$ cat config.mk
export PLATFORM = sky130hd
export DESIGN_NAME = enhanced_serial_port
export DESIGN_NICKNAME = d
export VERILOG_FILES = /design/src/rtl/frame_sender.v /design/src/rtl/frame_receiver.v /design/src/rtl/enhanced_serial_port.v
export VERILOG_INCLUDE_DIRS = /design/src /design/src/inc
export SDC_FILE = /design/constraint.sdc
export NUM_CORES = 1
export LEC_CHECK = 0
export BUFFER_PORTS_ARGS = -buffer_cell sky130_fd_sc_hd__buf_2
export CORE_MARGIN = 8
export CORE_UTILIZATION = 56
export CTS_CLUSTER_SIZE = 30
export DETAILED_ROUTE_END_ITERATION = 8
export PLACE_DENSITY = 0.79
export SLEW_MARGIN = 5
export SYNTH_ARGS = -nofsm -noshare
export SYNTH_HDL_FRONTEND = slang
export SYNTH_HIERARCHICAL = 1
export SYNTH_SLANG_ARGS = --single-unit
$ cat constraint.sdc
create_clock -name hclk -period 8.6 [get_ports hclk]
set_input_delay 0.43 -clock hclk [delete_from_list [all_inputs] [get_ports hclk]]
set_output_delay 0.43 -clock hclk [all_outputs]
set_load 0.02 [all_outputs]
$ cat src/inc/serial_port_regs.vh
`ifndef SERIAL_PORT_REGS_VH
`define SERIAL_PORT_REGS_VH
// Register indices; byte address is four times the index
`define PWR_RATE_IDX    8'h87
`define SER_CTRL_IDX    8'h98
`define SER_BUF_IDX     8'h99
`define INT_EN_IDX      8'hA8
`define NODE_ADDR_IDX   8'hA9
`define PRIO_HIGH_IDX   8'hB7
`define PRIO_LOW_IDX    8'hB8
`define NODE_MASK_IDX   8'hB9
`define RATE_DIV_IDX    8'hC0
// Reset values
`define PWR_RATE_RST    8'h10
`define BYTE_RST        8'h00
`define RATE_DIV_RST    8'h00
// Serial control fields
`define SC_BIT7         7
`define SC_MODE1        6
`define SC_MPE          5
`define SC_REN          4
`define SC_TX9          3
`define SC_RX9          2
`define SC_TXDONE       1
`define SC_RXDONE       0
// Power and rate control fields
`define PR_DOUBLE       7
`define PR_BIT7SEL      6
`define PR_UNUSED       5
// Interrupt enable and priority fields
`define IEN_ALL         7
`define IEN_SER         4
`define PRI_SER         4
// Mode codes, {mode_bit_zero, mode_bit_one}
`define MODE_SHIFT      2'b00
`define MODE_UART8      2'b01
`define MODE_UART9F     2'b10
`define MODE_UART9V     2'b11
// Bit timing in system clocks
`define SHIFT_DIV       16'h000C
`define SHIFT_HALF      4'h6
`define SHIFT_LAST      4'hB
`define FIX_DIV_SLOW    16'h0040
`define FIX_DIV_FAST    16'h0020
`define VAR_MUL_SLOW    16'h0020
`define VAR_MUL_FAST    16'h0010
`endif

$ cat src/rtl/frame_sender.v
`timescale 1ns/100ps
module frame_sender (
  input  wire        hclk,
  input  wire        hresetn,
  input  wire        ce,
  input  wire        start,
  input  wire [7:0]  data,
  input  wire        ninth,
  input  wire        use_ninth,
  input  wire [15:0] period,
  output reg         line_r,
  output reg         busy_r,
  output reg         done_r
);
  reg [10:0] sh_r;
  reg [3:0]  left_r;
  reg [15:0] cnt_r;

  // Frame is start 0, eight data LSB first, optional ninth, stop 1
  always @(posedge hclk or negedge hresetn) begin
    if (!hresetn) begin
      line_r <= 1'b1;
      busy_r <= 1'b0;
      done_r <= 1'b0;
      sh_r   <= 11'h7FF;
      left_r <= 4'h0;
      cnt_r  <= 16'h0000;
    end else if (ce) begin
      done_r <= 1'b0;
      if (!busy_r) begin
        if (start) begin
          sh_r   <= {1'b1, (ninth | ~use_ninth), data, 1'b0}; // RULE_12 RULE_20 RULE_22
          left_r <= use_ninth ? 4'hB : 4'hA;                 // RULE_22
          cnt_r  <= 16'h0000;
          busy_r <= 1'b1;
        end
      end else if (cnt_r == 16'h0000) begin
        if (left_r == 4'h0) begin
          busy_r <= 1'b0;
          done_r <= 1'b1;
          line_r <= 1'b1;
        end else begin
          line_r <= sh_r[0];
          sh_r   <= {1'b1, sh_r[10:1]};
          left_r <= left_r - 4'h1;
          cnt_r  <= period - 16'h0001;
        end
      end else begin
        cnt_r <= cnt_r - 16'h0001;
      end
    end
  end
endmodule // frame_sender

$ cat src/rtl/frame_receiver.v
`timescale 1ns/100ps
module frame_receiver (
  input  wire        hclk,
  input  wire        hresetn,
  input  wire        ce,
  input  wire        enable,
  input  wire        line,
  input  wire        use_ninth,
  input  wire [15:0] period,
  output reg         done_r,
  output reg  [7:0]  data_r,
  output reg         ninth_r,
  output reg         stop_ok_r
);
  localparam ST_IDLE  = 2'b00;
  localparam ST_START = 2'b01;
  localparam ST_BITS  = 2'b10;

  reg [1:0]  st_r;
  reg [3:0]  bit_r;
  reg [15:0] cnt_r;
  wire [3:0] stop_pos = use_ninth ? 4'h9 : 4'h8;

  // Samples each bit mid-cell; a glitch shorter than half a bit is dropped
  always @(posedge hclk or negedge hresetn) begin
    if (!hresetn) begin
      st_r      <= ST_IDLE;
      bit_r     <= 4'h0;
      cnt_r     <= 16'h0000;
      done_r    <= 1'b0;
      data_r    <= 8'h00;
      ninth_r   <= 1'b0;
      stop_ok_r <= 1'b0;
    end else if (ce) begin
      done_r <= 1'b0;
      if (!enable) begin
        st_r <= ST_IDLE;                          // RULE_11
      end else begin
        case (st_r)
          ST_IDLE: begin
            if (!line) begin
              st_r  <= ST_START;
              cnt_r <= {1'b0, period[15:1]};
            end
          end
          ST_START: begin
            if (cnt_r != 16'h0000) begin
              cnt_r <= cnt_r - 16'h0001;
            end else if (!line) begin
              st_r  <= ST_BITS;
              bit_r <= 4'h0;
              cnt_r <= period - 16'h0001;
            end else begin
              st_r <= ST_IDLE;
            end
          end
          ST_BITS: begin
            if (cnt_r != 16'h0000) begin
              cnt_r <= cnt_r - 16'h0001;
            end else begin
              cnt_r <= period - 16'h0001;
              bit_r <= bit_r + 4'h1;
              if (bit_r < 4'h8) begin
                data_r[bit_r[2:0]] <= line;       // RULE_20 RULE_22
              end else if (bit_r != stop_pos) begin
                ninth_r <= line;                  // RULE_13
              end else begin
                if (!use_ninth) begin
                  ninth_r <= line;                // RULE_20
                end
                stop_ok_r <= line;
                done_r    <= 1'b1;
                st_r      <= ST_IDLE;
              end
            end
          end
          default: st_r <= ST_IDLE;
        endcase
      end
    end
  end
endmodule // frame_receiver

$ cat src/rtl/enhanced_serial_port.v
// Notes on behaviour
// RULE_01: Transmit and receive run at once, independently.
// RULE_02: New character assembles while old one waits.
// RULE_03: Unread held character means one is lost.
// RULE_04: Buffer address: write transmits, read returns received.
// RULE_05: Mode field picks shift register or UARTs.
// RULE_06: Mode 2 rate clock/64, doubled gives /32.
// RULE_07: Doubling clear keeps normal rates.
// RULE_08: Modes 2,3 multiprocessor: ninth one and address.
// RULE_09: Mode 1 multiprocessor: good stop and address.
// RULE_10: Software keeps multiprocessor enable clear in mode 0.
// RULE_11: Reception only while receive enable set.
// RULE_12: Modes 2,3 send stored ninth bit.
// RULE_13: Modes 2,3 store received ninth bit.
// RULE_14: Transmit and receive flags at bits 1, 0.
// RULE_15: Bad stop bit sets framing error always.
// RULE_16: Framing error cleared only by software.
// RULE_17: Select bit steers bit 7: error or mode.
// RULE_18: Broadcast is address OR mask; zero disables.
// RULE_19: Mask gates node address into given address.
// RULE_20: Mode 1 frame: start, eight data, stop.
// RULE_21: Flags stay set; enabled flags request interrupt.
// RULE_22: Modes 2,3 frame adds ninth bit.
`timescale 1ns/100ps
`include "serial_port_regs.vh"
module enhanced_serial_port (
  input  wire        hclk,
  input  wire        hresetn,
  input  wire        ce,
  input  wire        hsel,
  input  wire [31:0] haddr,
  input  wire [1:0]  htrans,
  input  wire        hwrite,
  input  wire [2:0]  hsize,
  input  wire [31:0] hwdata,
  input  wire        hready,
  output reg  [31:0] hrdata,
  output reg         hreadyout,
  output reg         hresp,
  output reg         txd_r,
  input  wire        rxd_i,
  output reg         rxd_o_r,
  output reg         rxd_oe_r,
  output reg         serial_irq_r,
  output reg  [1:0]  serial_priority_r
);
  localparam M0_IDLE = 2'b00;
  localparam M0_TX   = 2'b01;
  localparam M0_RX   = 2'b10;

  // Register state
  reg        mode_bit_zero_r;
  reg        mode_bit_one_r;
  reg        multiprocessor_enable_r;
  reg        receive_enable_r;
  reg        transmit_ninth_bit_r;
  reg        receive_ninth_bit_r;
  reg        transmit_complete_flag_r;
  reg        receive_complete_flag_r;
  reg        framing_error_flag_r;
  reg  [7:0] pwr_rate_r;
  reg  [7:0] rx_hold_r;
  reg  [7:0] tx_hold_r;
  reg  [7:0] int_en_r;
  reg  [7:0] node_addr_r;
  reg  [7:0] node_mask_r;
  reg  [7:0] prio_high_r;
  reg  [7:0] prio_low_r;
  reg  [7:0] rate_div_r;

  // Bus slave state
  reg        dph_r;
  reg        dwr_r;
  reg  [7:0] didx_r;
  reg  [7:0] rd_mux;

  // Line side state
  reg        rxd_meta_r;
  reg        rxd_s_r;
  reg  [1:0] m0_st_r;
  reg  [3:0] m0_cnt_r;
  reg  [3:0] m0_bit_r;
  reg  [7:0] m0_sh_r;

  wire       rate_double = pwr_rate_r[`PR_DOUBLE];
  wire       bit7_function_select = pwr_rate_r[`PR_BIT7SEL];
  wire [1:0] mode = {mode_bit_zero_r, mode_bit_one_r};  // RULE_05
  wire       nine = mode[1];

  // Bit period in system clocks for the selected mode
  function [15:0] bit_cycles;
    input [1:0] md;
    input       dbl;
    input [7:0] dv;
    reg   [15:0] step;
    begin
      step = {8'h00, dv} + 16'h0001;
      case (md)
        `MODE_SHIFT:  bit_cycles = `SHIFT_DIV;
        `MODE_UART9F: bit_cycles = dbl ? `FIX_DIV_FAST : `FIX_DIV_SLOW;  // RULE_06 RULE_07
        default: begin
          bit_cycles = step * (dbl ? `VAR_MUL_FAST : `VAR_MUL_SLOW);     // RULE_06 RULE_07
        end
      endcase
    end
  endfunction

  // Address filter: given match under mask, or broadcast match
  function addr_hit;
    input [7:0] rx;
    input [7:0] adr;
    input [7:0] msk;
    reg   [7:0] bcast;
    begin
      bcast = adr | msk;                                  // RULE_18
      addr_hit = (bcast == 8'h00) |                       // RULE_18
                 (((rx ^ adr) & msk) == 8'h00) |          // RULE_19
                 (((rx ^ bcast) & bcast) == 8'h00);       // RULE_18
    end
  endfunction

  wire [15:0] period = bit_cycles(mode, rate_double, rate_div_r);

  // Access decode; every transfer takes one wait state
  wire a_take = hsel & htrans[1] & hready & hreadyout;
  wire wr_en  = dph_r & dwr_r;
  wire buf_wr = wr_en & (didx_r == `SER_BUF_IDX);        // RULE_04

  // The asynchronous sender sees the start pulse from a buffer write
  wire tx_busy;
  wire tx_line;
  wire tx_done;
  wire rx_done;
  wire [7:0] rx_data;
  wire rx_ninth;
  wire rx_stop_ok;
  wire is_async = (mode != `MODE_SHIFT);

  // Separate send and receive engines share only the period and the ninth bit select
  frame_sender u_send (                                  // RULE_01
    .hclk      (hclk),
    .hresetn   (hresetn),
    .ce        (ce),
    .start     (buf_wr & is_async),
    .data      (hwdata[7:0]),
    .ninth     (transmit_ninth_bit_r),
    .use_ninth (nine),
    .period    (period),
    .line_r    (tx_line),
    .busy_r    (tx_busy),
    .done_r    (tx_done)
  );

  frame_receiver u_recv (                                // RULE_01 RULE_02
    .hclk      (hclk),
    .hresetn   (hresetn),
    .ce        (ce),
    .enable    (receive_enable_r & is_async),            // RULE_11
    .line      (rxd_s_r),
    .use_ninth (nine),
    .period    (period),
    .done_r    (rx_done),
    .data_r    (rx_data),
    .ninth_r   (rx_ninth),
    .stop_ok_r (rx_stop_ok)
  );

  // Held character is never overwritten; the newer one is dropped
  wire rx_hit  = addr_hit(rx_data, node_addr_r, node_mask_r);
  wire rx_take = rx_done & ~receive_complete_flag_r &    // RULE_03
                 (~multiprocessor_enable_r | (rx_ninth & rx_hit));  // RULE_08 RULE_09
  wire m0_end  = (m0_cnt_r == `SHIFT_LAST) & (m0_bit_r == 4'h7);
  wire m0_tx_done = (m0_st_r == M0_TX) & m0_end;
  wire m0_rx_done = (m0_st_r == M0_RX) & m0_end;

  // Pin input synchroniser
  always @(posedge hclk or negedge hresetn) begin
    if (!hresetn) begin
      rxd_meta_r <= 1'b1;
      rxd_s_r    <= 1'b1;
    end else if (ce) begin
      rxd_meta_r <= rxd_i;
      rxd_s_r    <= rxd_meta_r;
    end
  end

  // Read mux; bit 7 of the control register follows the select bit
  always @* begin
    case (didx_r)
      `SER_CTRL_IDX: rd_mux = {(bit7_function_select ? framing_error_flag_r
                                                     : mode_bit_zero_r),     // RULE_17
                               mode_bit_one_r, multiprocessor_enable_r,
                               receive_enable_r, transmit_ninth_bit_r,
                               receive_ninth_bit_r,
                               transmit_complete_flag_r,                     // RULE_14
                               receive_complete_flag_r};                     // RULE_14
      `SER_BUF_IDX:   rd_mux = rx_hold_r;                                    // RULE_04
      `PWR_RATE_IDX:  rd_mux = pwr_rate_r & ~(8'h01 << `PR_UNUSED);
      `INT_EN_IDX:    rd_mux = int_en_r;
      `NODE_ADDR_IDX: rd_mux = node_addr_r;
      `NODE_MASK_IDX: rd_mux = node_mask_r;
      `PRIO_HIGH_IDX: rd_mux = prio_high_r;
      `PRIO_LOW_IDX:  rd_mux = prio_low_r;
      `RATE_DIV_IDX:  rd_mux = rate_div_r;
      default:        rd_mux = 8'h00;
    endcase
  end

  // Bus slave: address phase, one wait cycle, then the answer
  always @(posedge hclk or negedge hresetn) begin
    if (!hresetn) begin
      dph_r     <= 1'b0;
      dwr_r     <= 1'b0;
      didx_r    <= 8'h00;
      hrdata    <= 32'h0000_0000;
      hreadyout <= 1'b1;
      hresp     <= 1'b0;
    end else if (ce) begin
      hresp <= 1'b0;
      if (dph_r) begin
        dph_r     <= 1'b0;
        hreadyout <= 1'b1;
        hrdata    <= dwr_r ? 32'h0000_0000 : {24'h000000, rd_mux};
      end else if (a_take) begin
        dph_r     <= 1'b1;
        dwr_r     <= hwrite;
        didx_r    <= haddr[9:2];
        hreadyout <= 1'b0;
      end
    end
  end

  // Registers; hardware sets come after software writes so sets win
  always @(posedge hclk or negedge hresetn) begin
    if (!hresetn) begin
      mode_bit_zero_r          <= 1'b0;
      mode_bit_one_r           <= 1'b0;
      multiprocessor_enable_r  <= 1'b0;
      receive_enable_r         <= 1'b0;
      transmit_ninth_bit_r     <= 1'b0;
      receive_ninth_bit_r      <= 1'b0;
      transmit_complete_flag_r <= 1'b0;
      receive_complete_flag_r  <= 1'b0;
      framing_error_flag_r     <= 1'b0;
      pwr_rate_r               <= `PWR_RATE_RST;
      rx_hold_r                <= `BYTE_RST;
      tx_hold_r                <= `BYTE_RST;
      int_en_r                 <= `BYTE_RST;
      node_addr_r              <= `BYTE_RST;
      node_mask_r              <= `BYTE_RST;
      prio_high_r              <= `BYTE_RST;
      prio_low_r               <= `BYTE_RST;
      rate_div_r               <= `RATE_DIV_RST;
    end else if (ce) begin
      if (wr_en) begin
        case (didx_r)
          `SER_CTRL_IDX: begin
            if (bit7_function_select) begin
              framing_error_flag_r <= hwdata[`SC_BIT7];  // RULE_16 RULE_17
            end else begin
              mode_bit_zero_r <= hwdata[`SC_BIT7];       // RULE_17
            end
            mode_bit_one_r           <= hwdata[`SC_MODE1];
            multiprocessor_enable_r  <= hwdata[`SC_MPE];
            receive_enable_r         <= hwdata[`SC_REN];
            transmit_ninth_bit_r     <= hwdata[`SC_TX9];
            receive_ninth_bit_r      <= hwdata[`SC_RX9];
            transmit_complete_flag_r <= hwdata[`SC_TXDONE];
            receive_complete_flag_r  <= hwdata[`SC_RXDONE];
          end
          `SER_BUF_IDX:   tx_hold_r   <= hwdata[7:0];    // RULE_04
          `PWR_RATE_IDX:  pwr_rate_r  <= hwdata[7:0];
          `INT_EN_IDX:    int_en_r    <= hwdata[7:0];
          `NODE_ADDR_IDX: node_addr_r <= hwdata[7:0];
          `NODE_MASK_IDX: node_mask_r <= hwdata[7:0];
          `PRIO_HIGH_IDX: prio_high_r <= hwdata[7:0];
          `PRIO_LOW_IDX:  prio_low_r  <= hwdata[7:0];
          `RATE_DIV_IDX:  rate_div_r  <= hwdata[7:0];
          default: begin
          end
        endcase
      end
      // Flags stay set until software writes them clear
      if (tx_done | m0_tx_done) begin
        transmit_complete_flag_r <= 1'b1;                // RULE_14 RULE_21
      end
      if (rx_done & is_async & ~rx_stop_ok) begin
        framing_error_flag_r <= 1'b1;                    // RULE_15 RULE_16
      end
      if (rx_take & is_async) begin
        rx_hold_r               <= rx_data;              // RULE_02
        receive_ninth_bit_r     <= rx_ninth;             // RULE_13 RULE_20
        receive_complete_flag_r <= 1'b1;                 // RULE_14 RULE_21
      end
      if (m0_rx_done) begin
        rx_hold_r               <= m0_sh_r;      // All eight samples already in
        receive_complete_flag_r <= 1'b1;                 // RULE_21
      end
    end
  end

  // Shift register mode: clock on txd, data both ways on rxd
  always @(posedge hclk or negedge hresetn) begin
    if (!hresetn) begin
      m0_st_r  <= M0_IDLE;
      m0_cnt_r <= 4'h0;
      m0_bit_r <= 4'h0;
      m0_sh_r  <= 8'h00;
    end else if (ce) begin
      case (m0_st_r)
        M0_IDLE: begin
          m0_cnt_r <= 4'h0;
          m0_bit_r <= 4'h0;
          if (!is_async && buf_wr) begin
            m0_st_r <= M0_TX;                            // RULE_05
            m0_sh_r <= hwdata[7:0];
          end else if (!is_async && receive_enable_r &&
                       !receive_complete_flag_r) begin
            m0_st_r <= M0_RX;                            // RULE_11
          end
        end
        M0_TX, M0_RX: begin
          if (m0_st_r == M0_RX && m0_cnt_r == `SHIFT_HALF) begin
            m0_sh_r <= {rxd_s_r, m0_sh_r[7:1]};          // Sample at rising edge
          end
          if (m0_cnt_r == `SHIFT_LAST) begin
            m0_cnt_r <= 4'h0;
            m0_bit_r <= m0_bit_r + 4'h1;
            if (m0_st_r == M0_TX) begin
              m0_sh_r <= {1'b0, m0_sh_r[7:1]};
            end
            if (m0_end) begin
              m0_st_r <= M0_IDLE;
            end
          end else begin
            m0_cnt_r <= m0_cnt_r + 4'h1;
          end
          if (is_async) begin
            m0_st_r <= M0_IDLE;                          // Mode change aborts
          end
        end
        default: m0_st_r <= M0_IDLE;
      endcase
    end
  end

  // Pins and interrupt request, all registered
  always @(posedge hclk or negedge hresetn) begin
    if (!hresetn) begin
      txd_r             <= 1'b1;
      rxd_o_r           <= 1'b1;
      rxd_oe_r          <= 1'b0;
      serial_irq_r      <= 1'b0;
      serial_priority_r <= 2'b00;
    end else if (ce) begin
      if (is_async) begin
        txd_r <= tx_line;                                // RULE_01
      end else begin
        txd_r <= (m0_st_r == M0_IDLE) | (m0_cnt_r >= `SHIFT_HALF);
      end
      rxd_oe_r <= (m0_st_r == M0_TX);
      rxd_o_r  <= (m0_st_r == M0_TX) ? m0_sh_r[0] : 1'b1;
      serial_irq_r <= (transmit_complete_flag_r | receive_complete_flag_r) &
                      int_en_r[`IEN_SER] & int_en_r[`IEN_ALL];  // RULE_21
      serial_priority_r <= {prio_high_r[`PRI_SER], prio_low_r[`PRI_SER]};
    end
  end
endmodule // enhanced_serial_port

======== After elaboration in Yosys (flattened, before gate mapping) ========
Cells that the tools add are included.
cells by class
  reductions and logical operators ........ 63
  multipliers ............................. 1
  bitwise logic cells ..................... 39
  order comparisons ....................... 4
  mux-type cells .......................... 92
  eq/ne operators ......................... 37
  add/subtract/negate cells ............... 8
operators with widths
  operator               number
  $mux 16                8
  $eq 8x8->1 const B     9
  $pmux 8 s9             1
  $mux 8                 7
  $pmux 16 s3            1
  $reduce_and 3->1       16
  $mux 11                4
  $mux 1                 39
  $mux 4                 9
  $sub 16x1->16 const B  2
  $pmux 15 s2            1
  $ne 3x3->1 const B     9
  $reduce_bool 2->1      13
  $logic_not 8->1        3
  $mux 2                 12
  $pmux 4 s2             3
  $reduce_and 6->1       4
  $and 1x1->1            18
  $and 8x8->8            2
  $logic_not 16->1       1
  $ne 2x2->1 const B     8
  $pmux 8 s2             1
  $reduce_and 4->1       4
  $reduce_bool 16->1     1
  other kinds (34)       68
storage, ports and cells
  logic and storage cells ................. 290
  output and inout port bits .............. 40
  input bits .............................. 76
  flip-flop bits (word level) ............. 209

======== Longest topological paths before layout ========
Gate-level depths: netlist of run 1.
  word-level depth ........................ 11
  mapped depth ............................ 22
  mapped depth without buffers ............ 21

======== By module ========
Netlist of run 1, hierarchy kept.
by module, submodules not included
  module                instances  area an instance (µm²)  sequential area each (µm²)  cells each
  enhanced_serial_port  1          6796.5                  2935.3                      653
  frame_receiver        1          2461.1                  825.8                       275
  frame_sender          1          2319.7                  839.6                       257

======== Worst setup path after synthesis of run 1 ========
Ideal clock, no wire load.
  path kind ............................... flip-flop to flip-flop
  start point ............................. reg pwr_rate_r[7]
  end point ............................... reg u_recv.cnt_r[14]
  library setup time ...................... 120 ps
  required time ........................... 8480 ps
  cell stages (with the launch flop) ...... 19
  path buffers ............................ 3
  arrival ................................. 3941 ps
  setup slack ............................. 4539 ps
  period minus slack after synthesis ...... 4061 ps
  cells stage by stage .................... dfrtp_1 > clkbuf_1 > clkbuf_1 > clkbuf_1 > and2_1 > ha_1 > ha_1 > ha_1 > ha_1 > inv_1 > fa_1 > nor2b_1 > nor3b_1 > or4_1 > nor3_1 > o21ai_0 > nor4_4 > o221ai_1 > a41o_1
between the ends
  cells in the longest elaborated chain, start to end .. 7
  elaborated cells between the ends (all ways) .. 9
  classes of those cells .................. add/sub (1); mul (1); mux (7)
RTL lines
  item                    RTL line                                  RTL
  from (decl)             enhanced_serial_port.v:61                 reg [7:0] pwr_rate_r;
  from (signal assigned)  enhanced_serial_port.v:245                pwr_rate_r <= `PWR_RATE_RST;
  from (signal assigned)  enhanced_serial_port.v:272                `PWR_RATE_IDX: pwr_rate_r <= hwdata[7:0];
  $mux 6 (no line) *      --
  $mul 9x6->15 *          enhanced_serial_port.v:102                bit_cycles = step * (dbl ? `VAR_MUL_FAST : `VAR_MUL_SLOW);
  $pmux 15 s2 *           enhanced_serial_port.v:98                 case (md)
  net period[10]          enhanced_serial_port.v:122                wire [15:0] period = bit_cycles(mode, rate_double, rate_div_r);
  $sub 15x1->16 *         frame_receiver.v:52, frame_receiver.v:61
  $mux 16                 frame_receiver.v:49                       end else if (!line) begin
  $mux 16                 frame_receiver.v:47                       if (cnt_r != 16'h0000) begin
  $pmux 16 s3 *           frame_receiver.v:39                       case (st_r)
  to (signal assigned)    frame_receiver.v:48                       cnt_r <= cnt_r - 16'h0001;
  to (signal assigned)    frame_receiver.v:52                       cnt_r <= period - 16'h0001;
  to (signal assigned)    frame_receiver.v:61                       cnt_r <= period - 16'h0001;
  to (decl)               frame_receiver.v:21                       reg [15:0] cnt_r;
The timed path passes the listed nets; every way through them passes the cells marked *. The select of a mux whose other input is x is not followed.
A chain may end at the register's enable or synchronous reset.

======== Worst setup path after layout of run 1 ========
  start point ............................. reg rate_div_r[0]
  end point ............................... reg u_send.cnt_r[15]
between the ends
  cells in the longest elaborated chain, start to end .. 7
RTL lines
  item                    RTL line                    RTL
  from (decl)             enhanced_serial_port.v:69   reg [7:0] rate_div_r;
  from (signal assigned)  enhanced_serial_port.v:253  rate_div_r <= `RATE_DIV_RST;
  from (signal assigned)  enhanced_serial_port.v:278  `RATE_DIV_IDX: rate_div_r <= hwdata[7:0];
  $add 8x1->9             enhanced_serial_port.v:97   step = {8'h00, dv} + 16'h0001;
  $mul 9x6->15            enhanced_serial_port.v:102
  $pmux 15 s2             enhanced_serial_port.v:98
  net period[14]          enhanced_serial_port.v:122
  $sub 15x1->16           frame_sender.v:46           cnt_r <= period - 16'h0001;
  $mux 16                 frame_sender.v:38           if (left_r == 4'h0) begin
  $mux 16                 frame_sender.v:37           end else if (cnt_r == 16'h0000) begin
  $mux 16                 frame_sender.v:30           if (!busy_r) begin
  to (signal assigned)    frame_sender.v:46
  to (signal assigned)    frame_sender.v:49           cnt_r <= cnt_r - 16'h0001;
  to (decl)               frame_sender.v:17           reg [15:0] cnt_r;
The timed path passes the listed nets, and every way through them passes these cells. The select of a mux whose other input is x is not followed.

==> out/metrics.cfg, run 1 <==
[run_status]
outcome = finished clean

[clock_network]
clkLatencyLatePin_ps = 450
cts_max_path_buffers = 2
cts.clk_slew.worst_paths_ps = 80
numCtsBuffers = 17
cts_sinks = 183
cts_root_buf = clkbuf_16
cts_max_level = 4
cts_tree = done
hold_buffers = 0
cts_resized = 0
cts_setup_buffers = 0

[detailed_routing]
wl_met1_um = 12700
wl_met3_um = 1910
drc = 0
routed_wl_um = 29800
via_per_inst = 6.44
route.vias.total = 9646
dr_wl_met2_um = 14400
drtAntennaViolNets = 0
dr.first_iter.drc_count = 847
drtPass1Iterations = 6
wl_per_cell_um = 19.9
dr.max_layer_used = met4

[logic_synthesis]
yosysTopAreaCellShare = 0.359
synth_cells = 1185
synth-edff-count = 0
synth_seq_area_share = 0.397
synth_cell_type_count = 99
yosysTopAreaCell = dfrtp_1
avgSynthCellArea_um2 = 9.77
ys_ff_latch = 183
synthTopCellsByArea = dfrtp_1 36%, mux2_2 7.5%, dfstp_2 3.9%
synth_ff_type = dfrtp_1
postSynth.asyncResetShare = 1.00
syn_area_um2 = 11600
synth_most_common_cell = dfrtp_1
ys_warn_count = 6
synth_commonest_cells = 166 x dfrtp_1, 101 x nand2_1, 88 x nor2_1

[layout]
syn2layout_area_growth_pct = 8.13
fillCellCount = 1665
multi_input_area_um2 = 6570
fin_nets = 1321
final-instance-count-excl-fill = 1498
ff_latch_area_um2 = 4600
reg_top3 = u_recv/cnt_r (16), u_send/cnt_r (16), u_send/sh_r (10)
diodes = 0
final_layout_size_suffix_gt1_frac = 0.189

[global_routing]
overflow = 0
grt_use_total = 0.233
grt_pass1_vias = 9348
grt_max_degree = 133
grt_pass1_wl_um = 48900
grt_antenna_before_repair = 0

[sta]
setup_violations = 0
fmaxAchievable_mhz = 221
finalSetupTns_ps = 0
finalCritPeriodShare = 0.525
rsz0062_at_grt = false
final_hold_viol_count = 0
final.setup_skew_ps = 17.0
fin_crit_ps = 4520
worst_slew_pin_slew_ps = 1020
slew_viol_final = 0
slew_headroom = 0.318
worst_hold_slack_ps = 156

[floorplan]
core_region_area_um2 = 20200
initial_utilization = 0.572
die_x_um = 160
dieArea_um2 = 25500
ioPinCount = 116
die_h_um = 160
rows = 52

[hold_path]
hold_path.class = in -> async

[placement]
gp_routability_congestion = 0.927
dp_cells = 1466
portBuffers = 38
hpwl_um = 20500

[power_and_ir_drop]
swShare = 0.270
leakagePower_nw = 5.46
pwr-share-comb = 0.035
power_density_nw_per_um2 = 140
irDropWorstVdd_mv = 0.138
clock_power_share = 0.471
internal-power_mw = 1.28
pwr-share-seq = 0.495
p_sw_uw = 474

[worst_setup_path]
critPathCaptureType = register
worstSetupPathType = reg -> reg
path_max_fanout = 10
worstPathArrival_ps = 4860
cp-start-kind = register
r2r_cells = 19
critPathRequiredTime_ps = 8940

[flow_run]
maxCapViolCount = 0

-- cells by family after synthesis --
kind of cell,Yosys count,synth area share
simple gates,412,0.199
flops,183,0.397
xor+xnor,27,0.0204
mux,116,0.110
buf+inv,112,0.0498
compound gates,302,0.188
other cells,2,0.000649
fa+ha+maj,31,0.0347
-- metrics by stage --
step           setup slack [ps]  area, µm²  total power [mW]  utilization
2_1_floorplan              4540      11700             0.917            -
3_3_place_gp               4310      11900             0.944        0.587
3_5_place_dp               4140      11900             0.945        0.587
4_1_cts                    4130      12500              1.77        0.619
5_1_grt                    3740      12500              1.81        0.619
6_report                   4080      12500              1.76        0.619
-- power by group through the flow --
stage               sequential [mW]  combinational (mW)  clock [mW]
finish                        0.868              0.0611       0.826
global route                  0.869              0.0688       0.871
CTS                           0.868              0.0609       0.842
detailed placement            0.885              0.0605           0
global placement              0.885              0.0598           0
floorplan                     0.882              0.0347           0
-- final cells by class --
cell class                 count  area share
inverter                      33     0.00990
clock inverter                15      0.0165
multi-input combinational    934       0.524
sequential                   183       0.368
timing repair buffer          46      0.0207
clock buffer                  17      0.0340
tap                          270      0.0270
-- placed cells by master, fill, tap and decap left out, types with 9 or more instances in the layout --
cell type | Yosys | final
mux2_2 | 77 | 77
dfrtp_1 | 166 | 166
buf_2 | 8 | 37
o22ai_1 | 22 | 22
o21ai_0 | 58 | 58
nand2b_1 | 21 | 21
a22oi_1 | 15 | 15
ha_1 | 28 | 28
conb_1 | 2 | 46
a22o_1 | 12 | 12
a21oi_1 | 50 | 50
o221a_2 | 9 | 9
mux2_1 | 12 | 12
nand3_1 | 36 | 36
nor4_1 | 9 | 9
nor2_1 | 88 | 88
nor2b_1 | 11 | 11
inv_1 | 32 | 32
xor2_1 | 17 | 17
nand2_1 | 101 | 101
nor3_1 | 35 | 35
a31oi_1 | 18 | 18
mux2i_1 | 27 | 27
clkbuf_16 | 0 | 17
dfstp_2 | 17 | 17
xnor2_1 | 10 | 10
and2_1 | 16 | 16
or3_1 | 9 | 9
o21ai_1 | 11 | 11
-- per-layer routing --
layer / global-route usage / vias to the layer above
met4: 0.0939 / 0
met3: 0.0447 / 75
met1: 0.303 / 4731
met5: 0 / -
li1: - / 4417
met2: 0.378 / 423
-- critical path: stages, from the launching register on --
cell	delay [ps]
dfrtp_1	580
ha_1	370
xnor2_1	180
a21oi_1	100
ha_1	240
ha_1	180
ha_1	200
inv_1	80
fa_1	180
nor2b_1	60
o21ai_0	140
nand2b_1	120
a21o_1	190
a21oi_1	170
mux2i_1	260
nor4_1	400
mux2i_1	110
nor4_1	480
o21ai_0	190
a21o_1	200
-- final timing paths --
| kind | start | slack [ps] | end |
|---|---|---|---|
| max in group asynchronous | hresetn | 7190 | u_recv/cnt_r[13]$_DFFE_PN0P_ |
| hold / removal | hresetn | 160 | dph_r$_DFFE_PN0P_ |
| setup / recovery | rate_div_r[0]$_DFFE_PN0P_ | 4080 | u_send/cnt_r[15]$_DFFE_PN0P_ |
| hold reg to reg | txd_r$_DFFE_PN1P_ | 470 | txd_r$_DFFE_PN1P_ |
| min in group hclk | haddr[8] | 200 | didx_r[6]$_DFFE_PN0P_ |
| setup reg to reg | rate_div_r[0]$_DFFE_PN0P_ | 4080 | u_send/cnt_r[15]$_DFFE_PN0P_ |
Note: power is estimated with default switching activity, not from simulation.
==> inputs of run 2 (changes only) <==
--- a/config.mk
+++ b/config.mk
@@ -6,12 +6,13 @@
 export SDC_FILE = /design/constraint.sdc
 export NUM_CORES = 1
 export LEC_CHECK = 0
+export ABC_AREA = 1
 export BUFFER_PORTS_ARGS = -buffer_cell sky130_fd_sc_hd__buf_2
 export CORE_MARGIN = 8
-export CORE_UTILIZATION = 56
+export CORE_UTILIZATION = 54
 export CTS_CLUSTER_SIZE = 30
 export DETAILED_ROUTE_END_ITERATION = 8
-export PLACE_DENSITY = 0.79
+export PLACE_DENSITY = 0.8
 export SLEW_MARGIN = 5
 export SYNTH_ARGS = -nofsm -noshare
 export SYNTH_HDL_FRONTEND = slang
==> constraint.sdc (replaced) <==
create_clock -name hclk -period 3.75 [get_ports hclk]
set_input_delay 0.1875 -clock hclk [delete_from_list [all_inputs] [get_ports hclk]]
set_output_delay 0.1875 -clock hclk [all_outputs]
set_load 0.02 [all_outputs]
==> run 2 against run 1 <==
Effect of this change:
- setup slack got worse by 3800 ps
- sequential share of layout area is 0.40 points higher
- clock skew down 3.6 ps
- hold slack worse by 130 ps
- critical path depth is 6 higher
- fmax increased by 29%
- cell count grew 24%
- register-to-register slack lost 3800 ps
- critical endpoint is now u_recv/cnt_r[15]$_DFFE_PN0P_
- largest cell class unchanged
- highest routed layer unchanged
==> out/metrics.cfg, run 2 <==
[run_status]
outcome = finished clean  ; unchanged

[worst_setup_path]
worst_path_largest_cell_delay_ps = 460  ; was 580 ps
crit_path_frequent_cell = nand2_1  ; was ha_1
cp-start-kind = register  ; unchanged
r2r_slack_ps = 250  ; was 4080 ps
critPathCaptureType = register  ; unchanged
critPathRequiredTime_ps = 4080  ; was 8940 ps
path_max_fanout = 5  ; was 10
cp_slowest_cell = dfrtp_2  ; was dfrtp_1
worstPathArrival_ps = 3830  ; was 4860 ps
crit_family = adder cells  ; unchanged
worstSetupPathType = reg -> reg  ; unchanged
worst-path-buf-inv = 4  ; was 1

[floorplan]
ioPinCount = 116  ; unchanged
die_h_um = 160  ; about the same
initial_utilization = 0.551  ; was 0.572
dieArea_um2 = 25500  ; about the same
die_x_um = 160  ; about the same
core_region_area_um2 = 20200  ; unchanged
rows = 52  ; unchanged

[placement]
postPlaceCellArea_um2 = 11500  ; was 11900 µm²
gp_routability_congestion = 0.939  ; was 0.927
hpwl_um = 20000  ; was 20500 µm
portBuffers = 38  ; unchanged

[clock_network]
cts_sinks = 183  ; unchanged
cts_tree = done  ; unchanged
cts_max_level = 4  ; unchanged
numCtsBuffers = 17  ; unchanged
cts.clk_slew.worst_paths_ps = 70  ; was 80 ps
cts_root_buf = clkbuf_16  ; unchanged
cts_max_path_buffers = 2  ; unchanged
clkLatencyLatePin_ps = 440  ; was 450 ps

[detailed_routing]
dr.first_iter.drc_count = 918  ; was 847
drtPass1Iterations = 7  ; was 6
route.vias.total = 10390  ; was 9646
via_per_inst = 5.57  ; was 6.44
drc = 0  ; unchanged
wl_per_cell_um = 15.6  ; was 19.9 µm
drtAntennaViolNets = 0  ; unchanged
routed_wl_um = 29100  ; was 29800 µm

[sta]
worst_slew_pin_slew_ps = 989  ; was 1020 ps
finalCritPeriodShare = 0.934  ; was 0.525
worst_hold_slack_ps = 30.1  ; was 156 ps
slew_viol_final = 0  ; unchanged
final.setup_skew_ps = 13.5  ; was 17.0 ps
slew_headroom = 0.340  ; was 0.318
setup_violations = 0  ; unchanged
fmaxAchievable_mhz = 286  ; was 221 MHz
fin_crit_ps = 3500  ; was 4520 ps
final_hold_viol_count = 0  ; unchanged

[logic_synthesis]
synth_cells = 1523  ; was 1185
synthTopCellsByArea = dfrtp_1 37%, nand2_1 15%, o21ai_0 7.0%  ; was dfrtp_1 36%, mux2_2 7.5%, dfstp_2 3.9%
yosysTopAreaCell = dfrtp_1  ; unchanged
synth_ff_type = dfrtp_1  ; unchanged
syn_area_um2 = 11200  ; was 11600 µm²
synth_seq_area_share = 0.413  ; was 0.397
ys_warn_count = 6  ; unchanged
synth_most_common_cell = nand2_1  ; was dfrtp_1
synth-edff-count = 0  ; unchanged
avgSynthCellArea_um2 = 7.32  ; was 9.77 µm²
postSynth.asyncResetShare = 1.00  ; unchanged
ys_ff_latch = 183  ; unchanged
synth_cell_type_count = 53  ; was 99
synth_commonest_cells = 446 x nand2_1, 172 x inv_1, 166 x dfrtp_1  ; was 166 x dfrtp_1, 101 x nand2_1, 88 x nor2_1
yosysTopAreaCellShare = 0.372  ; was 0.359

[layout]
fillCellCount = 1774  ; was 1665
final_cell_mix = 445 x nand2_1, 171 x inv_1, 164 x dfrtp_1  ; was 166 x dfrtp_1, 101 x nand2_1, 88 x nor2_1
final_common_cell = nand2_1  ; was dfrtp_1
fin_nets = 1687  ; was 1321
diodes = 0  ; unchanged
reg_top3 = u_recv/cnt_r (16), u_send/cnt_r (16), u_send/sh_r (10)  ; unchanged
syn2layout_area_growth_pct = 11.1  ; was 8.13%
postLayoutCellArea_um2 = 12400  ; was 12500 µm²
final_layout_size_suffix_gt1_frac = 0.0985  ; was 0.189

[global_routing]
overflow = 0  ; unchanged
busiest_layer = met2  ; unchanged
use_met2 = 0.357  ; was 0.378
use_met3 = 0.0440  ; was 0.0447
grt_antenna_before_repair = 0  ; unchanged
met1_usage = 0.307  ; was 0.303
grt_use_total = 0.227  ; was 0.233
grt_pass1_wl_um = 48100  ; was 48900 µm
grt_max_degree = 124  ; was 133
grt_pass1_vias = 9690  ; was 9348

[power_and_ir_drop]
power_density_nw_per_um2 = 423  ; was 140 nW/µm²
irDropWorstVdd_mv = 0.319  ; was 0.138 mV
leakagePower_nw = 6.08  ; was 5.46 nW

[flow_run]
maxCapViolCount = 0  ; unchanged

[hold_path]
hold_path.class = in -> reg  ; was in -> async

[run 2: cell count changes in the layout (fill, tap and decap cells not counted), sizes merged, moves of 17 or more]
cell	delta
dlygate4sd3	+17
inv	+139
mux2	-89
mux2i	-27
nand2	+353
nand2b	-21
nand3	+85
nor2	+44
nor3	-24
nor4	-17
o21ai	+96
[run 2: final timing paths]
| check | startpoint | depth (start not counted) | end |
|---|---|---|---|
| worst max-delay path | rate_div_r[0]$_DFFE_PN0P_ | 25 | u_recv/cnt_r[15]$_DFFE_PN0P_ |
| worst min-delay path | hwdata[7] | 3 | u_send/sh_r[8]$_DFFE_PN1P_ |
| worst max register to register | rate_div_r[0]$_DFFE_PN0P_ | 25 | u_recv/cnt_r[15]$_DFFE_PN0P_ |
| worst min register to register | u_send/left_r[2]$_DFFE_PN0P_ | 1 | u_send/left_r[2]$_DFFE_PN0P_ |
| max in group asynchronous | hresetn | 3 | u_send/line_r$_DFFE_PN1P_ |
| min in group asynchronous | hresetn | 2 | m0_bit_r[0]$_DFFE_PN0P_ |
[run 2: cell families after synthesis]
| logic type | count (synthesis) | synth area share |
|---|---|---|
| and+or+nand+nor | 757 | 0.298 |
| AOI/OAI and AO/OA | 295 | 0.147 |
| buffers and inverters | 244 | 0.0974 |
| DFF | 183 | 0.413 |
| adders and majority gates | 30 | 0.0350 |
| xor gates and xnor gates | 12 | 0.00942 |
| other | 2 | 0.000673 |
[run 2: power by group]
group | leakage, nW | total (mW) | switching, mW | internal (mW)
clock | 0.303 | 1.92 | 0.787 | 1.14
sequential | 2.34 | 2.26 | 0.101 | 2.16
combinational | 3.44 | 1.05 | 0.725 | 0.326
total | 6.08 | 5.24 | 1.61 | 3.62
[run 2: timing repair]
action                     4_1_cts  5_1_grt
hold endpoints to repair       127        0
buffers inserted                 0        3
pin swaps                        0        7
gates resized for setup          1       23
hold buffers                    17        0
setup endpoints to repair        2        7
[run 2: final cells by class]
cell class / instances / area (µm²) / share of cell area
Sequential cell: 183 / 4600 / 0.371
Timing Repair Buffer: 64 / 449 / 0.0362
Tap cell: 270 / 338 / 0.0273
Multi-Input combinational cell: 1135 / 5700 / 0.460
Clock buffer: 23 / 490 / 0.0396
Clock inverter: 9 / 138 / 0.0111
Inverter: 180 / 676 / 0.0545
[run 2: layer usage]
layer	routed length, µm	share of wire	vias up
met5	0	0	-
met2	13300	0.46	420
met4	727	0.025	0
met1	12600	0.44	4913
li1	-	-	4998
met3	2370	0.082	59
[run 2: per-stage QoR]
step	TNS [ps]	setup slack [ps]	util	cells	power [mW]
after global placement	0	142	0.567	1812	3.26
after global routing	-181	-75.8	0.612	1864	5.48
after detailed placement	-12.9	-12.9	0.567	1812	3.31
after floorplan	0	525	-	1562	3.10
final	0	249	0.612	1864	5.24
after CTS	0	83.7	0.607	1861	5.24
[run 2: worst min-delay path, cell delays in order]
cell     delay [ps]
buf_2           120
nand2_1          80
a31oi_1          80
